**config.mk**
```make
export PLATFORM = sky130hd
export DESIGN_NAME = rtcp_port
export DESIGN_NICKNAME = d
export VERILOG_FILES = /design/src/rtcp_pkg.sv /design/src/rtcp_port.sv /design/src/rtcp_sync.sv
export SDC_FILE = /design/constraint.sdc
export NUM_CORES = 1
export LEC_CHECK = 0
export ABC_AREA = 1
export BUFFER_PORTS_ARGS = -buffer_cell sky130_fd_sc_hd__clkbuf_2
export CAP_MARGIN = 25
export CORE_MARGIN = 5
export CORE_UTILIZATION = 55
export DETAILED_ROUTE_END_ITERATION = 6
export PLACE_DENSITY = 0.79
export SYNTH_ARGS = -nofsm -noshare
export SYNTH_HDL_FRONTEND = slang
export SYNTH_HIERARCHICAL = 1
export SYNTH_SLANG_ARGS = --single-unit
```
**constraint.sdc**
```tcl
create_clock -name REF_CLK -period 2.45 [get_ports REF_CLK]
set_clock_uncertainty 0.1 [all_clocks]
set_input_delay 0.1225 -clock REF_CLK [delete_from_list [all_inputs] [get_ports REF_CLK]]
set_output_delay 0.1225 -clock REF_CLK [all_outputs]
set_load 0.01 [all_outputs]
```
**src/rtcp_pkg.sv**
```systemverilog
package rtcp_pkg;

    // ********************************************************
    // Command byte layout
    // ********************************************************
    localparam int CMD_VALID_BIT = 7; // Must be one for writes
    localparam int CMD_RAM_BIT = 6; // Zero clock space, one RAM space
    localparam int CMD_ADDR_LSB = 1; // Address field low bit
    localparam int CMD_ADDR_W = 5; // Address field width
    localparam int CMD_READ_BIT = 0; // Zero write, one read
    localparam logic [4:0] BURST_ADDR = 5'h1F; // Address of burst access

    // ********************************************************
    // Register space
    // ********************************************************
    localparam logic [4:0] TIME_LAST_IDX = 5'h06; // Last time/calendar byte
    localparam logic [4:0] CTRL_IDX = 5'h07; // Control register
    localparam logic [4:0] TRICKLE_IDX = 5'h08; // Trickle charge configuration
    localparam logic [4:0] RAM_LAST_IDX = 5'h1E; // Last RAM byte (30)
    localparam int RAM_DEPTH = 31; // RAM bytes
    localparam int TIME_BYTES = 7; // Bytes owned by calendar logic
    localparam int CLK_BURST_BYTES = 8; // Bytes in a clock burst
    localparam int WP_BIT = 7; // Write protect position in control
    localparam logic [7:0] CTRL_RST = 8'h00; // Control after reset
    localparam logic [7:0] TRICKLE_RST = 8'h5C; // Trickle config after reset

    // ********************************************************
    // Trickle register fields
    // ********************************************************
    localparam int KEY_LSB = 4; // Charge enable key position
    localparam int DIODE_LSB = 2; // Diode count select position
    localparam int RES_LSB = 0; // Series resistor select position
    localparam logic [3:0] KEY_ON = 4'hA; // Only pattern that enables
    localparam logic [1:0] DIODE_ONE = 2'h1; // One diode
    localparam logic [1:0] DIODE_TWO = 2'h2; // Pair of diode drops

    // ********************************************************
    // Serial timing
    // ********************************************************
    localparam logic [2:0] LAST_BIT = 3'h7; // Bit index of a byte's last bit
    localparam int SYNC_STAGES = 2; // Flip-flops on each pin input

    // Port state machine
    typedef enum logic [2:0] {
        ST_IDLE,
        ST_CMD,
        ST_RD,
        ST_WR,
        ST_DONE
    } rtcp_state_t;

endpackage : rtcp_pkg

```
**src/rtcp_port.sv**
```systemverilog
`timescale 1ns/1ps
module rtcp_port (
    input wire logic REF_CLK, // Block clock, 20 MHz
    input wire logic RST_N, // Synchronous reset, active low
    input wire logic CLK_EN, // Freezes all state while low
    input wire logic CE_PIN, // Chip enable from host
    input wire logic SCLK_PIN, // Serial clock from host
    input wire logic SDA_IN, // Data pin level
    output logic SDA_OUT, // Data pin drive value
    output logic SDA_OE, // Data pin drive enable, high drives
    input wire logic [55:0] TIME_IN, // Running time bytes 0..6
    output logic CAL_WR_STB, // Pulse: write time bytes
    output logic [6:0] CAL_WR_MASK, // Bytes written by the pulse
    output logic [55:0] CAL_WR_DATA, // Time byte values
    output logic WRITE_PROTECT, // Control register protect bit
    output logic CHARGE_EN, // Charging path enabled
    output logic [1:0] DIODE_COUNT_SELECT, // Diode field copy
    output logic [1:0] SERIES_RESISTOR_SELECT // Resistor field copy
);

    // ********************************************************
    // Helper functions
    // ********************************************************
    // Burst access decode from a command byte
    function automatic logic is_burst(input logic [7:0] cmd);
        is_burst = (cmd[rtcp_pkg::CMD_ADDR_LSB +: rtcp_pkg::CMD_ADDR_W] == rtcp_pkg::BURST_ADDR);
    endfunction : is_burst

    // Next burst index, wrapping at the end of the space
    function automatic logic [4:0] next_idx(input logic [4:0] idx, input logic ram);
        logic [4:0] last;
        last = ram ? rtcp_pkg::RAM_LAST_IDX : rtcp_pkg::CTRL_IDX;
        next_idx = (idx == last) ? 5'h00 : 5'(idx + 5'h01);
    endfunction : next_idx

    // ********************************************************
    // Pin synchronisers and edge detection
    // ********************************************************
    logic [2:0] pins_s; // Synchronised CE, SCLK, SDA
    logic ce_s; // Chip enable level
    logic sclk_s; // Serial clock level
    logic sda_s; // Data level
    logic sclk_d_r; // Serial clock one cycle back
    logic sclk_rise; // Rising serial clock edge
    logic sclk_fall; // Falling serial clock edge

    rtcp_sync #(.WIDTH(3)) u_sync (
        .clk(REF_CLK),
        .rst_n(RST_N),
        .clk_en(CLK_EN),
        .async_in({CE_PIN, SCLK_PIN, SDA_IN}),
        .sync_out(pins_s)
    );

    assign ce_s = pins_s[2];
    assign sclk_s = pins_s[1];
    assign sda_s = pins_s[0];

    // Previous clock level for edges
    always_ff @(posedge REF_CLK) begin
        if (!RST_N) begin
            sclk_d_r <= 1'b0;
        end else if (CLK_EN) begin
            sclk_d_r <= sclk_s;
        end
    end

    assign sclk_rise = ce_s && sclk_s && !sclk_d_r;
    assign sclk_fall = ce_s && !sclk_s && sclk_d_r;

    // ********************************************************
    // Storage and state
    // ********************************************************
    rtcp_pkg::rtcp_state_t state_r; // Port state
    logic [2:0] bit_cnt_r; // Bit within current byte
    logic [7:0] shift_r; // Incoming bits, LSB first
    logic [7:0] cmd_r; // Accepted command byte
    logic [4:0] idx_r; // Current register index
    logic [7:0] tx_r; // Byte being sent
    logic [55:0] snap_r; // Time copy for clock burst reads
    logic [7:0] ram_mem [0:rtcp_pkg::RAM_DEPTH-1]; // User RAM
    logic [7:0] cbuf_r [0:rtcp_pkg::CLK_BURST_BYTES-1]; // Clock burst bytes
    logic wp_r; // Write protect
    logic [7:0] trickle_charge_config_r; // Trickle charge configuration

    logic [7:0] byte_in; // Byte completed on this rise
    logic byte_done; // A byte ends on this rise
    logic cmd_done; // Command byte ends on this rise
    logic wr_done; // Data byte ends during write
    logic wr_ram; // Write targets RAM
    logic wr_burst; // Write is a burst
    logic rd_ram; // Read source space
    logic [4:0] rd_idx; // Read source index
    logic rd_snap; // Read from snapshot
    logic [55:0] time_src; // Time bytes for reads
    logic [7:0] rd_byte; // Fetched read byte

    assign byte_in = {sda_s, shift_r[7:1]};
    assign byte_done = sclk_rise && (bit_cnt_r == rtcp_pkg::LAST_BIT);
    assign cmd_done = byte_done && (state_r == rtcp_pkg::ST_CMD);
    assign wr_done = byte_done && (state_r == rtcp_pkg::ST_WR);
    assign wr_ram = cmd_r[rtcp_pkg::CMD_RAM_BIT];
    assign wr_burst = is_burst(cmd_r);

    // ********************************************************
    // Read byte fetch
    // ********************************************************
    // Source selection for the next byte to send
    always_comb begin
        if (state_r == rtcp_pkg::ST_CMD) begin
            rd_ram = byte_in[rtcp_pkg::CMD_RAM_BIT];
            rd_idx = is_burst(byte_in) ? 5'h00 :
                     byte_in[rtcp_pkg::CMD_ADDR_LSB +: rtcp_pkg::CMD_ADDR_W];
            rd_snap = 1'b0; // Snapshot equals live time now
        end else begin
            rd_ram = cmd_r[rtcp_pkg::CMD_RAM_BIT];
            // Single read repeats its byte, burst advances
            rd_idx = is_burst(cmd_r) ? next_idx(idx_r, rd_ram) : idx_r;
            rd_snap = is_burst(cmd_r) && !rd_ram;
        end
    end

    assign time_src = rd_snap ? snap_r : TIME_IN;

    // Register mux, empty locations read zero
    always_comb begin
        rd_byte = 8'h00;
        if (rd_ram) begin
            if (rd_idx <= rtcp_pkg::RAM_LAST_IDX) begin
                rd_byte = ram_mem[rd_idx];
            end
        end else if (rd_idx <= rtcp_pkg::TIME_LAST_IDX) begin
            rd_byte = time_src[{rd_idx[2:0], 3'h0} +: 8];
        end else if (rd_idx == rtcp_pkg::CTRL_IDX) begin
            rd_byte = {wp_r, 7'h00};
        end else if (rd_idx == rtcp_pkg::TRICKLE_IDX && !is_burst(cmd_r) && state_r != rtcp_pkg::ST_CMD) begin
            rd_byte = trickle_charge_config_r;
        end else if (rd_idx == rtcp_pkg::TRICKLE_IDX && state_r == rtcp_pkg::ST_CMD && !is_burst(byte_in)) begin
            rd_byte = trickle_charge_config_r;
        end
    end

    // ********************************************************
    // Port state machine
    // ********************************************************
    // Framing, bit counting and byte sequencing
    always_ff @(posedge REF_CLK) begin
        if (!RST_N) begin
            state_r <= rtcp_pkg::ST_IDLE;
            bit_cnt_r <= 3'h0;
            shift_r <= 8'h00;
            cmd_r <= 8'h00;
            idx_r <= 5'h00;
            tx_r <= 8'h00;
        end else if (CLK_EN) begin
            if (!ce_s) begin
                state_r <= rtcp_pkg::ST_IDLE;
                bit_cnt_r <= 3'h0;
            end else begin
                if (sclk_rise) begin
                    shift_r <= byte_in;
                    bit_cnt_r <= 3'(bit_cnt_r + 3'h1);
                end
                case (state_r)
                    rtcp_pkg::ST_IDLE: begin
                        // Host holds SCLK low here, so no stray edge
                        state_r <= rtcp_pkg::ST_CMD;
                        bit_cnt_r <= 3'h0;
                    end
                    rtcp_pkg::ST_CMD: begin
                        if (cmd_done) begin
                            cmd_r <= byte_in;
                            idx_r <= rd_idx;
                            if (byte_in[rtcp_pkg::CMD_READ_BIT]) begin
                                tx_r <= rd_byte;
                                state_r <= rtcp_pkg::ST_RD;
                            end else if (!byte_in[rtcp_pkg::CMD_VALID_BIT]) begin
                                state_r <= rtcp_pkg::ST_DONE;
                            end else begin
                                state_r <= rtcp_pkg::ST_WR;
                            end
                        end
                    end
                    rtcp_pkg::ST_RD: begin
                        if (byte_done) begin
                            tx_r <= rd_byte;
                            idx_r <= rd_idx;
                        end
                    end
                    rtcp_pkg::ST_WR: begin
                        if (wr_done) begin
                            if (!wr_burst) begin
                                state_r <= rtcp_pkg::ST_DONE;
                            end else if (wr_ram && idx_r == rtcp_pkg::RAM_LAST_IDX) begin
                                state_r <= rtcp_pkg::ST_DONE;
                            end else if (!wr_ram && idx_r == rtcp_pkg::CTRL_IDX) begin
                                state_r <= rtcp_pkg::ST_DONE;
                            end else begin
                                idx_r <= next_idx(idx_r, wr_ram);
                            end
                        end
                    end
                    rtcp_pkg::ST_DONE: begin
                        // Further clocks ignored until enable falls
                        state_r <= rtcp_pkg::ST_DONE;
                    end
                    default: begin
                        state_r <= rtcp_pkg::ST_IDLE;
                    end
                endcase
            end
        end
    end

    // ********************************************************
    // Data pin drive
    // ********************************************************
    // Launch on falling edge, release on rising edge
    always_ff @(posedge REF_CLK) begin
        if (!RST_N) begin
            SDA_OUT <= 1'b0;
            SDA_OE <= 1'b0;
        end else if (CLK_EN) begin
            if (!ce_s || state_r != rtcp_pkg::ST_RD) begin
                SDA_OE <= 1'b0;
            end else if (sclk_rise) begin
                SDA_OE <= 1'b0;
            end else if (sclk_fall) begin
                SDA_OUT <= tx_r[bit_cnt_r];
                SDA_OE <= 1'b1;
            end
        end
    end

    // ********************************************************
    // Clock burst read snapshot
    // ********************************************************
    // Copy the running time when a clock burst read starts
    always_ff @(posedge REF_CLK) begin
        if (!RST_N) begin
            snap_r <= '0;
        end else if (CLK_EN) begin
            if (cmd_done && byte_in[rtcp_pkg::CMD_READ_BIT] && is_burst(byte_in)
                && !byte_in[rtcp_pkg::CMD_RAM_BIT]) begin
                snap_r <= TIME_IN;
            end
        end
    end

    // ********************************************************
    // RAM writes
    // ********************************************************
    // Each completed byte goes straight to RAM unless write protect is set
    always_ff @(posedge REF_CLK) begin
        if (CLK_EN && wr_done && wr_ram && !wp_r && idx_r <= rtcp_pkg::RAM_LAST_IDX) begin
            ram_mem[idx_r] <= byte_in;
        end
    end

    // ********************************************************
    // Clock burst gathering
    // ********************************************************
    // Bytes held until the eighth arrives
    always_ff @(posedge REF_CLK) begin
        if (CLK_EN && wr_done && !wr_ram && wr_burst) begin
            cbuf_r[idx_r[2:0]] <= byte_in;
        end
    end

    // ********************************************************
    // Control and trickle registers
    // ********************************************************
    logic clk_burst_commit; // Eighth clock burst byte, unprotected
    logic single_clk_wr; // Single write into clock space

    assign clk_burst_commit = wr_done && !wr_ram && wr_burst && idx_r == rtcp_pkg::CTRL_IDX && !wp_r;
    assign single_clk_wr = wr_done && !wr_ram && !wr_burst;

    // Write protect: control itself stays writable by single writes
    always_ff @(posedge REF_CLK) begin
        if (!RST_N) begin
            wp_r <= rtcp_pkg::CTRL_RST[rtcp_pkg::WP_BIT];
        end else if (CLK_EN) begin
            if (clk_burst_commit) begin
                wp_r <= byte_in[rtcp_pkg::WP_BIT];
            end else if (single_clk_wr && idx_r == rtcp_pkg::CTRL_IDX) begin
                wp_r <= byte_in[rtcp_pkg::WP_BIT];
            end
        end
    end

    // Trickle config: single writes only
    always_ff @(posedge REF_CLK) begin
        if (!RST_N) begin
            trickle_charge_config_r <= rtcp_pkg::TRICKLE_RST;
        end else if (CLK_EN) begin
            if (single_clk_wr && idx_r == rtcp_pkg::TRICKLE_IDX && !wp_r) begin
                trickle_charge_config_r <= byte_in;
            end
        end
    end

    // Charging decode, registered
    always_ff @(posedge REF_CLK) begin
        if (!RST_N) begin
            CHARGE_EN <= 1'b0;
            DIODE_COUNT_SELECT <= rtcp_pkg::TRICKLE_RST[rtcp_pkg::DIODE_LSB +: 2];
            SERIES_RESISTOR_SELECT <= rtcp_pkg::TRICKLE_RST[rtcp_pkg::RES_LSB +: 2];
            WRITE_PROTECT <= 1'b0;
        end else if (CLK_EN) begin
            CHARGE_EN <= (trickle_charge_config_r[rtcp_pkg::KEY_LSB +: 4] == rtcp_pkg::KEY_ON) &&
                         (trickle_charge_config_r[rtcp_pkg::DIODE_LSB +: 2] == rtcp_pkg::DIODE_ONE ||
                          trickle_charge_config_r[rtcp_pkg::DIODE_LSB +: 2] == rtcp_pkg::DIODE_TWO);
            DIODE_COUNT_SELECT <= trickle_charge_config_r[rtcp_pkg::DIODE_LSB +: 2];
            SERIES_RESISTOR_SELECT <= trickle_charge_config_r[rtcp_pkg::RES_LSB +: 2];
            WRITE_PROTECT <= wp_r;
        end
    end

    // ********************************************************
    // Time byte writes to calendar logic
    // ********************************************************
    logic [55:0] cbuf_flat; // Gathered time bytes 0..6

    genvar gb;
    generate
        for (gb = 0; gb < rtcp_pkg::TIME_BYTES; gb++) begin : g_flat
            assign cbuf_flat[gb*8 +: 8] = cbuf_r[gb];
        end
    endgenerate

    // One strobe per accepted single time byte write or full clock burst
    always_ff @(posedge REF_CLK) begin
        if (!RST_N) begin
            CAL_WR_STB <= 1'b0;
            CAL_WR_MASK <= 7'h00;
            CAL_WR_DATA <= '0;
        end else if (CLK_EN) begin
            CAL_WR_STB <= 1'b0;
            if (clk_burst_commit) begin
                CAL_WR_STB <= 1'b1;
                CAL_WR_MASK <= 7'h7F;
                CAL_WR_DATA <= cbuf_flat;
            end else if (single_clk_wr && !wp_r && idx_r <= rtcp_pkg::TIME_LAST_IDX) begin
                CAL_WR_STB <= 1'b1;
                CAL_WR_MASK <= 7'(7'h01 << idx_r[2:0]);
                CAL_WR_DATA <= {7{byte_in}};
            end
        end
    end

endmodule : rtcp_port

```
**src/rtcp_sync.sv**
```systemverilog
`timescale 1ns/1ps
module rtcp_sync #(
    parameter int WIDTH = 3 // Number of pin inputs
) (
    input wire logic clk, // Sampling clock
    input wire logic rst_n, // Synchronous reset, active low
    input wire logic clk_en, // Freezes the stages while low
    input wire logic [WIDTH-1:0] async_in, // Raw pin levels
    output logic [WIDTH-1:0] sync_out // Levels after two stages
);

    // ********************************************************
    // Two flip-flop synchroniser per bit
    // ********************************************************
    genvar gi;
    generate
        for (gi = 0; gi < WIDTH; gi++) begin : g_bit
            logic [rtcp_pkg::SYNC_STAGES-1:0] stage_r; // Stage chain
            // First stage feeds only the second stage
            always_ff @(posedge clk) begin
                if (!rst_n) begin
                    stage_r <= '0;
                end else if (clk_en) begin
                    stage_r <= {stage_r[rtcp_pkg::SYNC_STAGES-2:0], async_in[gi]};
                end
            end
            assign sync_out[gi] = stage_r[rtcp_pkg::SYNC_STAGES-1];
        end
    endgenerate

endmodule : rtcp_sync

```
==> results of run 1 <==
kinds of logic after synthesis:
logic type | after synthesis | synth area share, %
AO/OA/AOI/OAI | 270 | 8.44
AND/OR/NAND/NOR | 1151 | 23.7
multiplexers | 9 | 0.474
flip-flops | 480 | 59.9
buffers and inverters | 366 | 7.15
adder cells (fa/ha/maj) | 7 | 0.414
area by class of cell:
cell class	instances	area (µm²)
inverter	218	852
multi-input combinational	1438	7950
antenna	2	5.00
timing repair buffer	452	4350
clock buffer	68	1400
tap	511	639
sequential	480	12700
clock inverter	24	196
fill	2252	9780
layer usage:
layer | GRT usage [%] | routed length [µm] | share of wire [%] | vias up
met2 | 47.9 | 33800 | 45 | 1745
met4 | 11.1 | 5280 | 7.1 | 0
met1 | 38.8 | 25500 | 34 | 9267
met3 | 5.92 | 10100 | 13 | 518
met5 | 0 | 0 | 0 | -
li1 | - | - | - | 8583
worst max path at each step:
| stage | startpoint | to | depth (start not counted) |
|---|---|---|---|
| 3_5_place_dp | idx_r[1] | tx_r[0] | 15 |
| 4_1_cts | state_r[0] | ram_mem[3][0] | 10 |
| 3_3_place_gp | idx_r[1] | tx_r[2] | 15 |
| 6_report | cmd_r[2] | tx_r[3] | 16 |
| 2_1_floorplan | u_sync/g_bit[2].stage_r[1] | cbuf_r[1][0] | 10 |
| 5_1_grt | cmd_r[2] | tx_r[3] | 16 |
registers in the layout (all words and copies together), names as in the netlist:
name and flops:
trickle_charge_config_r 8, SERIES_RESISTOR_SELECT 2, cbuf_r 56, ram_mem 248, CHARGE_EN 1, idx_r 5, CAL_WR_DATA 56, SDA_OUT 1
SDA_OE 1, state_r 3, shift_r 7, sclk_d_r 1, WRITE_PROTECT 1, wp_r 1, bit_cnt_r 3, CAL_WR_MASK 7
DIODE_COUNT_SELECT 2, snap_r 56, tx_r 8, cmd_r 6, CAL_WR_STB 1, u_sync/g_bit.stage_r 6
power breakdown:
part           switching [W]  total, W  internal (W)
Combinational       0.000617  0.000983      0.000366
Clock                0.00325   0.00748       0.00422
Sequential         0.0000114   0.00855       0.00854
Total                0.00388    0.0170        0.0131
cell usage in the layout, fill, tap and decap left out, drive strengths merged, types with 5 or more instances in the layout:
| cell type | netlist | routed |
|---|---|---|
| nand2 | 468 | 469 |
| nand3 | 375 | 375 |
| edfxtp | 304 | 304 |
| nor2 | 242 | 242 |
| buf | 73 | 229 |
| clkbuf | 75 | 223 |
| inv | 213 | 215 |
| dfxtp | 176 | 176 |
| o21ai | 72 | 72 |
| dlygate4sd3 | 0 | 67 |
| a21oi | 64 | 64 |
| a211oi | 62 | 62 |
| a311oi | 56 | 56 |
| nand4 | 37 | 37 |
| clkinv | 5 | 22 |
| nor3 | 16 | 16 |
| nand3b | 11 | 11 |
| mux2 | 8 | 8 |
| ha | 7 | 7 |
| o211ai | 6 | 6 |
| a31oi | 5 | 5 |
Yosys cell counts, drive strengths merged (2+ instances only):
cell type / instances / share of area (%)
a211oi: 62 / 2.2
a21oi: 64 / 1.6
a311oi: 56 / 2.3
a31oi: 5 / 0.18
buf: 73 / 1.9
clkbuf: 75 / 1.3
clkinv: 5 / 0.089
dfxtp: 176 / 17
edfxtp: 304 / 43
ha: 7 / 0.41
inv: 213 / 3.8
mux2: 8 / 0.43
nand2: 468 / 8.4
nand3: 375 / 8.9
nand3b: 11 / 0.39
nand4: 37 / 1.1
nor2: 242 / 4.5
nor3: 16 / 0.38
nor4: 2 / 0.059
o211ai: 6 / 0.21
o21ai: 72 / 1.7
through the flow:
step	cell area, µm²	power [W]	worst slack [ns]	setup TNS [ns]	std cells
after floorplan	21200	0.00911	-0.211	-7.03	2283
after global placement	23300	0.00941	-0.266	-2.29	2939
after detailed placement	23300	0.00942	-0.346	-5.23	2939
after CTS	26000	0.0168	-0.0677	-1.06	3115
after global routing	28100	0.0174	-0.421	-10.15	3193
final	28100	0.0170	-0.425	-5.10	3193
worst register-to-register path, cell delays in order (launching register included):
cell	delay, ns
dfxtp_2	0.34
nand3_2	0.10
nor2_4	0.24
clkinv_4	0.13
buf_6	0.15
a21oi_4	0.16
nand2_2	0.10
o21ai_4	0.12
buf_12	0.22
buf_12	0.15
nand3_1	0.09
nand3_1	0.16
nand2_1	0.08
nand2_1	0.09
nand3_1	0.28
nand2_2	0.19
a21oi_2	0.06
timing repair:
item | in CTS | in global routing
endpoints found under the setup margin | 91 | 318
endpoints found under the hold margin | 76 | 0
gates cloned | 9 | 27
setup buffers | 8 | 53
gates resized for setup | 57 | 249
hold buffers | 67 | 0
pin swaps | 6 | 89
==> run metrics, run 1 <==
status finished, violations left; failing checks design-rule violations, negative setup slack; crit-path cells nand3_2, nor2_4, clkinv_4, buf_6, a21oi_4, nand2_2, o21ai_4, buf_12, buf_12, nand3_1, nand3_1, nand2_1, nand2_1, nand3_1, nand2_2, a21oi_2; Tightest Pin Transition 0.686 ns; P per Cell Area 606 mW/mm²; Max Fclk 348 MHz; I/O Buffers 133; Hold Startpoint TIME_IN[34]; start of the worst register-to-register path cmd_r[2]; 1st-pass router iterations 7; Total GRT Usage 29.3%; CP max stage delay 0.34 ns; io pins 134; crit-path max FO 6; WP data arrival 3.27 ns; Top delay family on crit path simple AND/OR/NAND/NOR gates; register area share after synthesis 59.9%; Routed wire per std cell 23.4 µm; clk_lat worst skew 0.61 ns; GP Congestion 0.972; number of flops mapped to enable cells by yosys 304; maximum VDD drop 0.560 mV; Num CTS Buffers 49; commonest register cell after synthesis edfxtp_1; CTS clk-pin slew, worst paths 0.07 ns; area grow syn2layout 32.8%; Initial DRC Count 3213; Worst Path Buf+Inv 4; Clock Tree Buf Depth 3; Routed WL 74.7 mm; cell mode on critical path nand3_1; Setup CP Type reg2reg; CTS tree built; largest net degree at the start of global routing 73; Die Wd 206 µm; synthesized area per cell 9.26 µm²; post-synthesis cell count 2283; CP Capture Type flop; RSZ-0062 raised after global routing true; Mapped Nets 2352; initial core utilization 55.8%; share of cells above drive strength 1 26.6%; hold path depth 4; global-route wire length before repair 98.1 mm; R2R Setup Slk -0.42 ns; routed via count 20100; Final Net Count 2708; Cell Area, Synth 0.0211 mm²; Setup crit start kind flop; vias per cell 6.30; DPL Wire Length 37.9 mm; Ys Warns 6; crit path time final 2.87 ns; DRC errors left 94; GR Overflow Total 0; final setup vio count 74; Slew headroom 53.9%; Critical Path RT 2.84 ns; Reg2Reg Capture Point tx_r[3]; FFs w/ async S/R, synth 0%; Reg2Reg Depth 16; Min-Delay Endpoint snap_r[34]; full die area 0.0424 mm²; Max-Cap Viols 0; Final Cycle Share 117%; final max-slew violation count 0; critical path's slowest cell dfxtp_2; Hold Slack 0.216 ns; CTS H-tree lvls 2; clk sinks 480; setup slack after layout -0.425 ns; root buffer cell clkbuf_16; LEAKAGE 11.4 nW; final core area utilization 74.2%; row cnt 71; number of global-route vias before repair 17800; core area 0.0378 mm²; ANT nets after route 0; initial antenna violation count 2; Hold Vio Cnt, Final 0; Die Y 206 µm; Unique masters post-synth 40; Hold Crit Class in2reg; number of synthesized register bits 480
No activity file was read; power rests on OpenSTA's default activity.
==> inputs of run 2 (changes only) <==
Settings changed: REMOVE_ABC_BUFFERS from default to 1.
==> run metrics, run 2 (same netlist as run 1, synthesis figures left out) <==
initial core utilization 55.8% (unchanged); FF+latch area 0.0127 mm² (about the same); row cnt 71 (unchanged); RSZ-0062 raised after global routing true (unchanged); Hold Crit Class in2reg (unchanged); largest register by flop count ram_mem (unchanged); Total GRT Usage 28.2% (was 29.3%); GP Congestion 0.996 (was 0.972); most frequent cells in the layout nand2_1, nand3_1, edfxtp_1 (was nand2_1, edfxtp_1, nand3_1); crit-path max FO 6 (unchanged); 1st-pass router iterations 6 (was 7); Routed WL 64.8 mm (was 74.7 mm); share of cells above drive strength 1 22.7% (was 26.6%); routed via count 18800 (was 20100); Num CTS Buffers 49 (unchanged); end point of the critical path tx_r[3] (unchanged); area occupied by multi-input gates 0.00757 mm² (was 0.00795 mm²); CTS clk-pin slew, worst paths 0.06 ns (was 0.07 ns); Final Cycle Share 105% (was 117%); status finished, violations left (unchanged); Inst Count DP 2958 (was 2939); Setup CP Type reg2reg (unchanged); core area 0.0378 mm² (unchanged); Slew headroom 58.0% (was 53.9%); final max-slew violation count 0 (unchanged); WP data arrival 2.97 ns (was 3.27 ns); ANT cells 0 (was 2); Hold Slack 0.244 ns (was 0.216 ns); setup TNS -0.272 ns (was -5.10 ns); area grow syn2layout 27.9% (was 32.8%); ANT nets after route 0 (unchanged); crit path time final 2.57 ns (was 2.87 ns); GR Overflow Total 0 (unchanged); Fillers 2604 (was 2252); io pins 134 (unchanged); cell mode on critical path nand2_1 (was nand3_1); Critical Path RT 2.85 ns (was 2.84 ns); Initial DRC Count 2541 (was 3213); number of global-route vias before repair 17100 (was 17800); Clock Tree Buf Depth 3 (unchanged); setup slack after layout -0.121 ns (was -0.425 ns); CTS tree built (unchanged); P per Cell Area 631 mW/mm² (was 606 mW/mm²); maximum VDD drop 0.535 mV (was 0.560 mV); commonest non-fill, non-tap cell in the layout nand2_1 (unchanged); critical path depth in cells 20 (was 16); start of the worst register-to-register path idx_r[0] (was cmd_r[2]); clk_lat worst skew 0.58 ns (was 0.61 ns); Max Fclk 389 MHz (was 348 MHz); Final Net Count 2672 (was 2708); full die area 0.0424 mm² (unchanged); Reg2Reg Depth 20 (was 16); Reg2Reg Capture Point tx_r[3] (unchanged); initial antenna violation count 0 (was 2); non-filler instance count after layout 3153 (was 3193); Die Y 206 µm (unchanged); Setup crit start kind flop (unchanged); Routed wire per std cell 20.6 µm (was 23.4 µm); I/O Buffers 133 (unchanged); Max-Cap Viols 0 (unchanged); largest net degree at the start of global routing 87 (was 73); failing checks negative setup slack (was design-rule violations, negative setup slack); Die Wd 206 µm (unchanged); vias per cell 5.97 (was 6.30); crit path launch idx_r[0] (was cmd_r[2]); critical path's slowest cell dfxtp_4 (was dfxtp_2); global-route wire length before repair 94.4 mm (was 98.1 mm); final setup vio count 6 (was 74); DRC errors left 0 (was 94); Top delay family on crit path simple AND/OR/NAND/NOR gates (unchanged); root buffer cell clkbuf_16 (unchanged); Tightest Pin Transition 0.629 ns (was 0.686 ns); CP max stage delay 0.36 ns (was 0.34 ns); DPL Wire Length 38.6 mm (was 37.9 mm); CP Capture Type flop (unchanged); Hold Vio Cnt, Final 0 (unchanged); LEAKAGE 11.0 nW (was 11.4 nW); CTS H-tree lvls 2 (unchanged); Worst Path Buf+Inv 5 (was 4); crit-path cells buf_6, nor2_4, nand2_1, nand2_1, nand2_2, nand2_2, nand2_2, nand2_4, buf_6, buf_12, buf_12, clkbuf_16, nand3_1, nand3_2, nand3_1, nand2_1, nand2_1, nand3_1, nand2_1, a21oi_1 (was nand3_2, nor2_4, clkinv_4, buf_6, a21oi_4, nand2_2, o21ai_4, buf_12, buf_12, nand3_1, nand3_1, nand2_1, nand2_1, nand3_1, nand2_2, a21oi_2); max reg flops 248 (unchanged); clk sinks 480 (unchanged); R2R Setup Slk -0.12 ns (was -0.42 ns)
run 2: stage by stage:
stage,area [µm²],power [W],utilization [%],setup slack (ns)
5_1_grt,27000,0.0175,71.4,-0.200
2_1_floorplan,20400,0.00907,-,-7.35
4_1_cts,25900,0.0169,68.6,-0.0174
3_3_place_gp,23400,0.00938,62.0,-0.0635
3_5_place_dp,23400,0.00939,62.0,-0.185
6_report,27000,0.0170,71.4,-0.121
run 2: worst min path at each step:
| stage | cells after the start | to | startpoint | slack [ns] |
|---|---|---|---|---|
| finish | 4 | snap_r[28] | TIME_IN[28] | 0.24 |
| global route | 4 | snap_r[33] | TIME_IN[33] | 0.26 |
| CTS | 4 | snap_r[1] | TIME_IN[1] | 0.22 |
| detailed placement | 3 | snap_r[27] | TIME_IN[27] | 0.27 |
| global placement | 3 | snap_r[8] | TIME_IN[8] | 0.26 |
| floorplan | 1 | DIODE_COUNT_SELECT[0] | RST_N | 0.11 |
run 2: final cells by class:
type                            count  share of cell area [%]
Sequential cell                   480                    46.9
Multi-Input combinational cell   1437                    28.0
Timing Repair Buffer              417                    13.5
Clock buffer                       62                    5.14
Inverter                          218                    3.12
Tap cell                          511                    2.37
Clock inverter                     28                   0.982
run 2: timing repair:
| action | CTS | global route |
|---|---|---|
| setup buffers | 3 | 26 |
| setup endpoints to repair | 48 | 407 |
| gates cloned | 3 | 13 |
| endpoints found under the hold margin | 64 | 0 |
| gates resized for setup | 38 | 153 |
| pin swaps | 4 | 60 |
| hold buffers | 61 | 0 |
run 2: report_power, final:
| part | internal (W) | switching [W] | leakage [nW] |
|---|---|---|---|
| clock network | 0.00445 | 0.00320 | 0.817 |
| registers | 0.00854 | 0.0000147 | 4.37 |
| logic | 0.000316 | 0.000525 | 5.82 |
run 2: metal layers:
metal  vias up  track usage, %  wire [µm]
li1       8502               -          -
met3       202            5.43       7110
met5         -               0         52
met2      1272            47.5      31300
met1      8850            37.5      24200
met4         2            8.08       2190
run 2: worst reg2reg max path, cell delays in order (launching register included):
cell and delay, ns:
dfxtp_4 0.36, buf_6 0.13, nor2_4 0.09, nand2_1 0.05
nand2_1 0.07, nand2_2 0.08, nand2_2 0.09, nand2_2 0.06
nand2_4 0.11, buf_6 0.11, buf_12 0.14, buf_12 0.12
clkbuf_16 0.14, nand3_1 0.12, nand3_2 0.11, nand3_1 0.11
nand2_1 0.07, nand2_1 0.07, nand3_1 0.11, nand2_1 0.10
a21oi_1 0.15
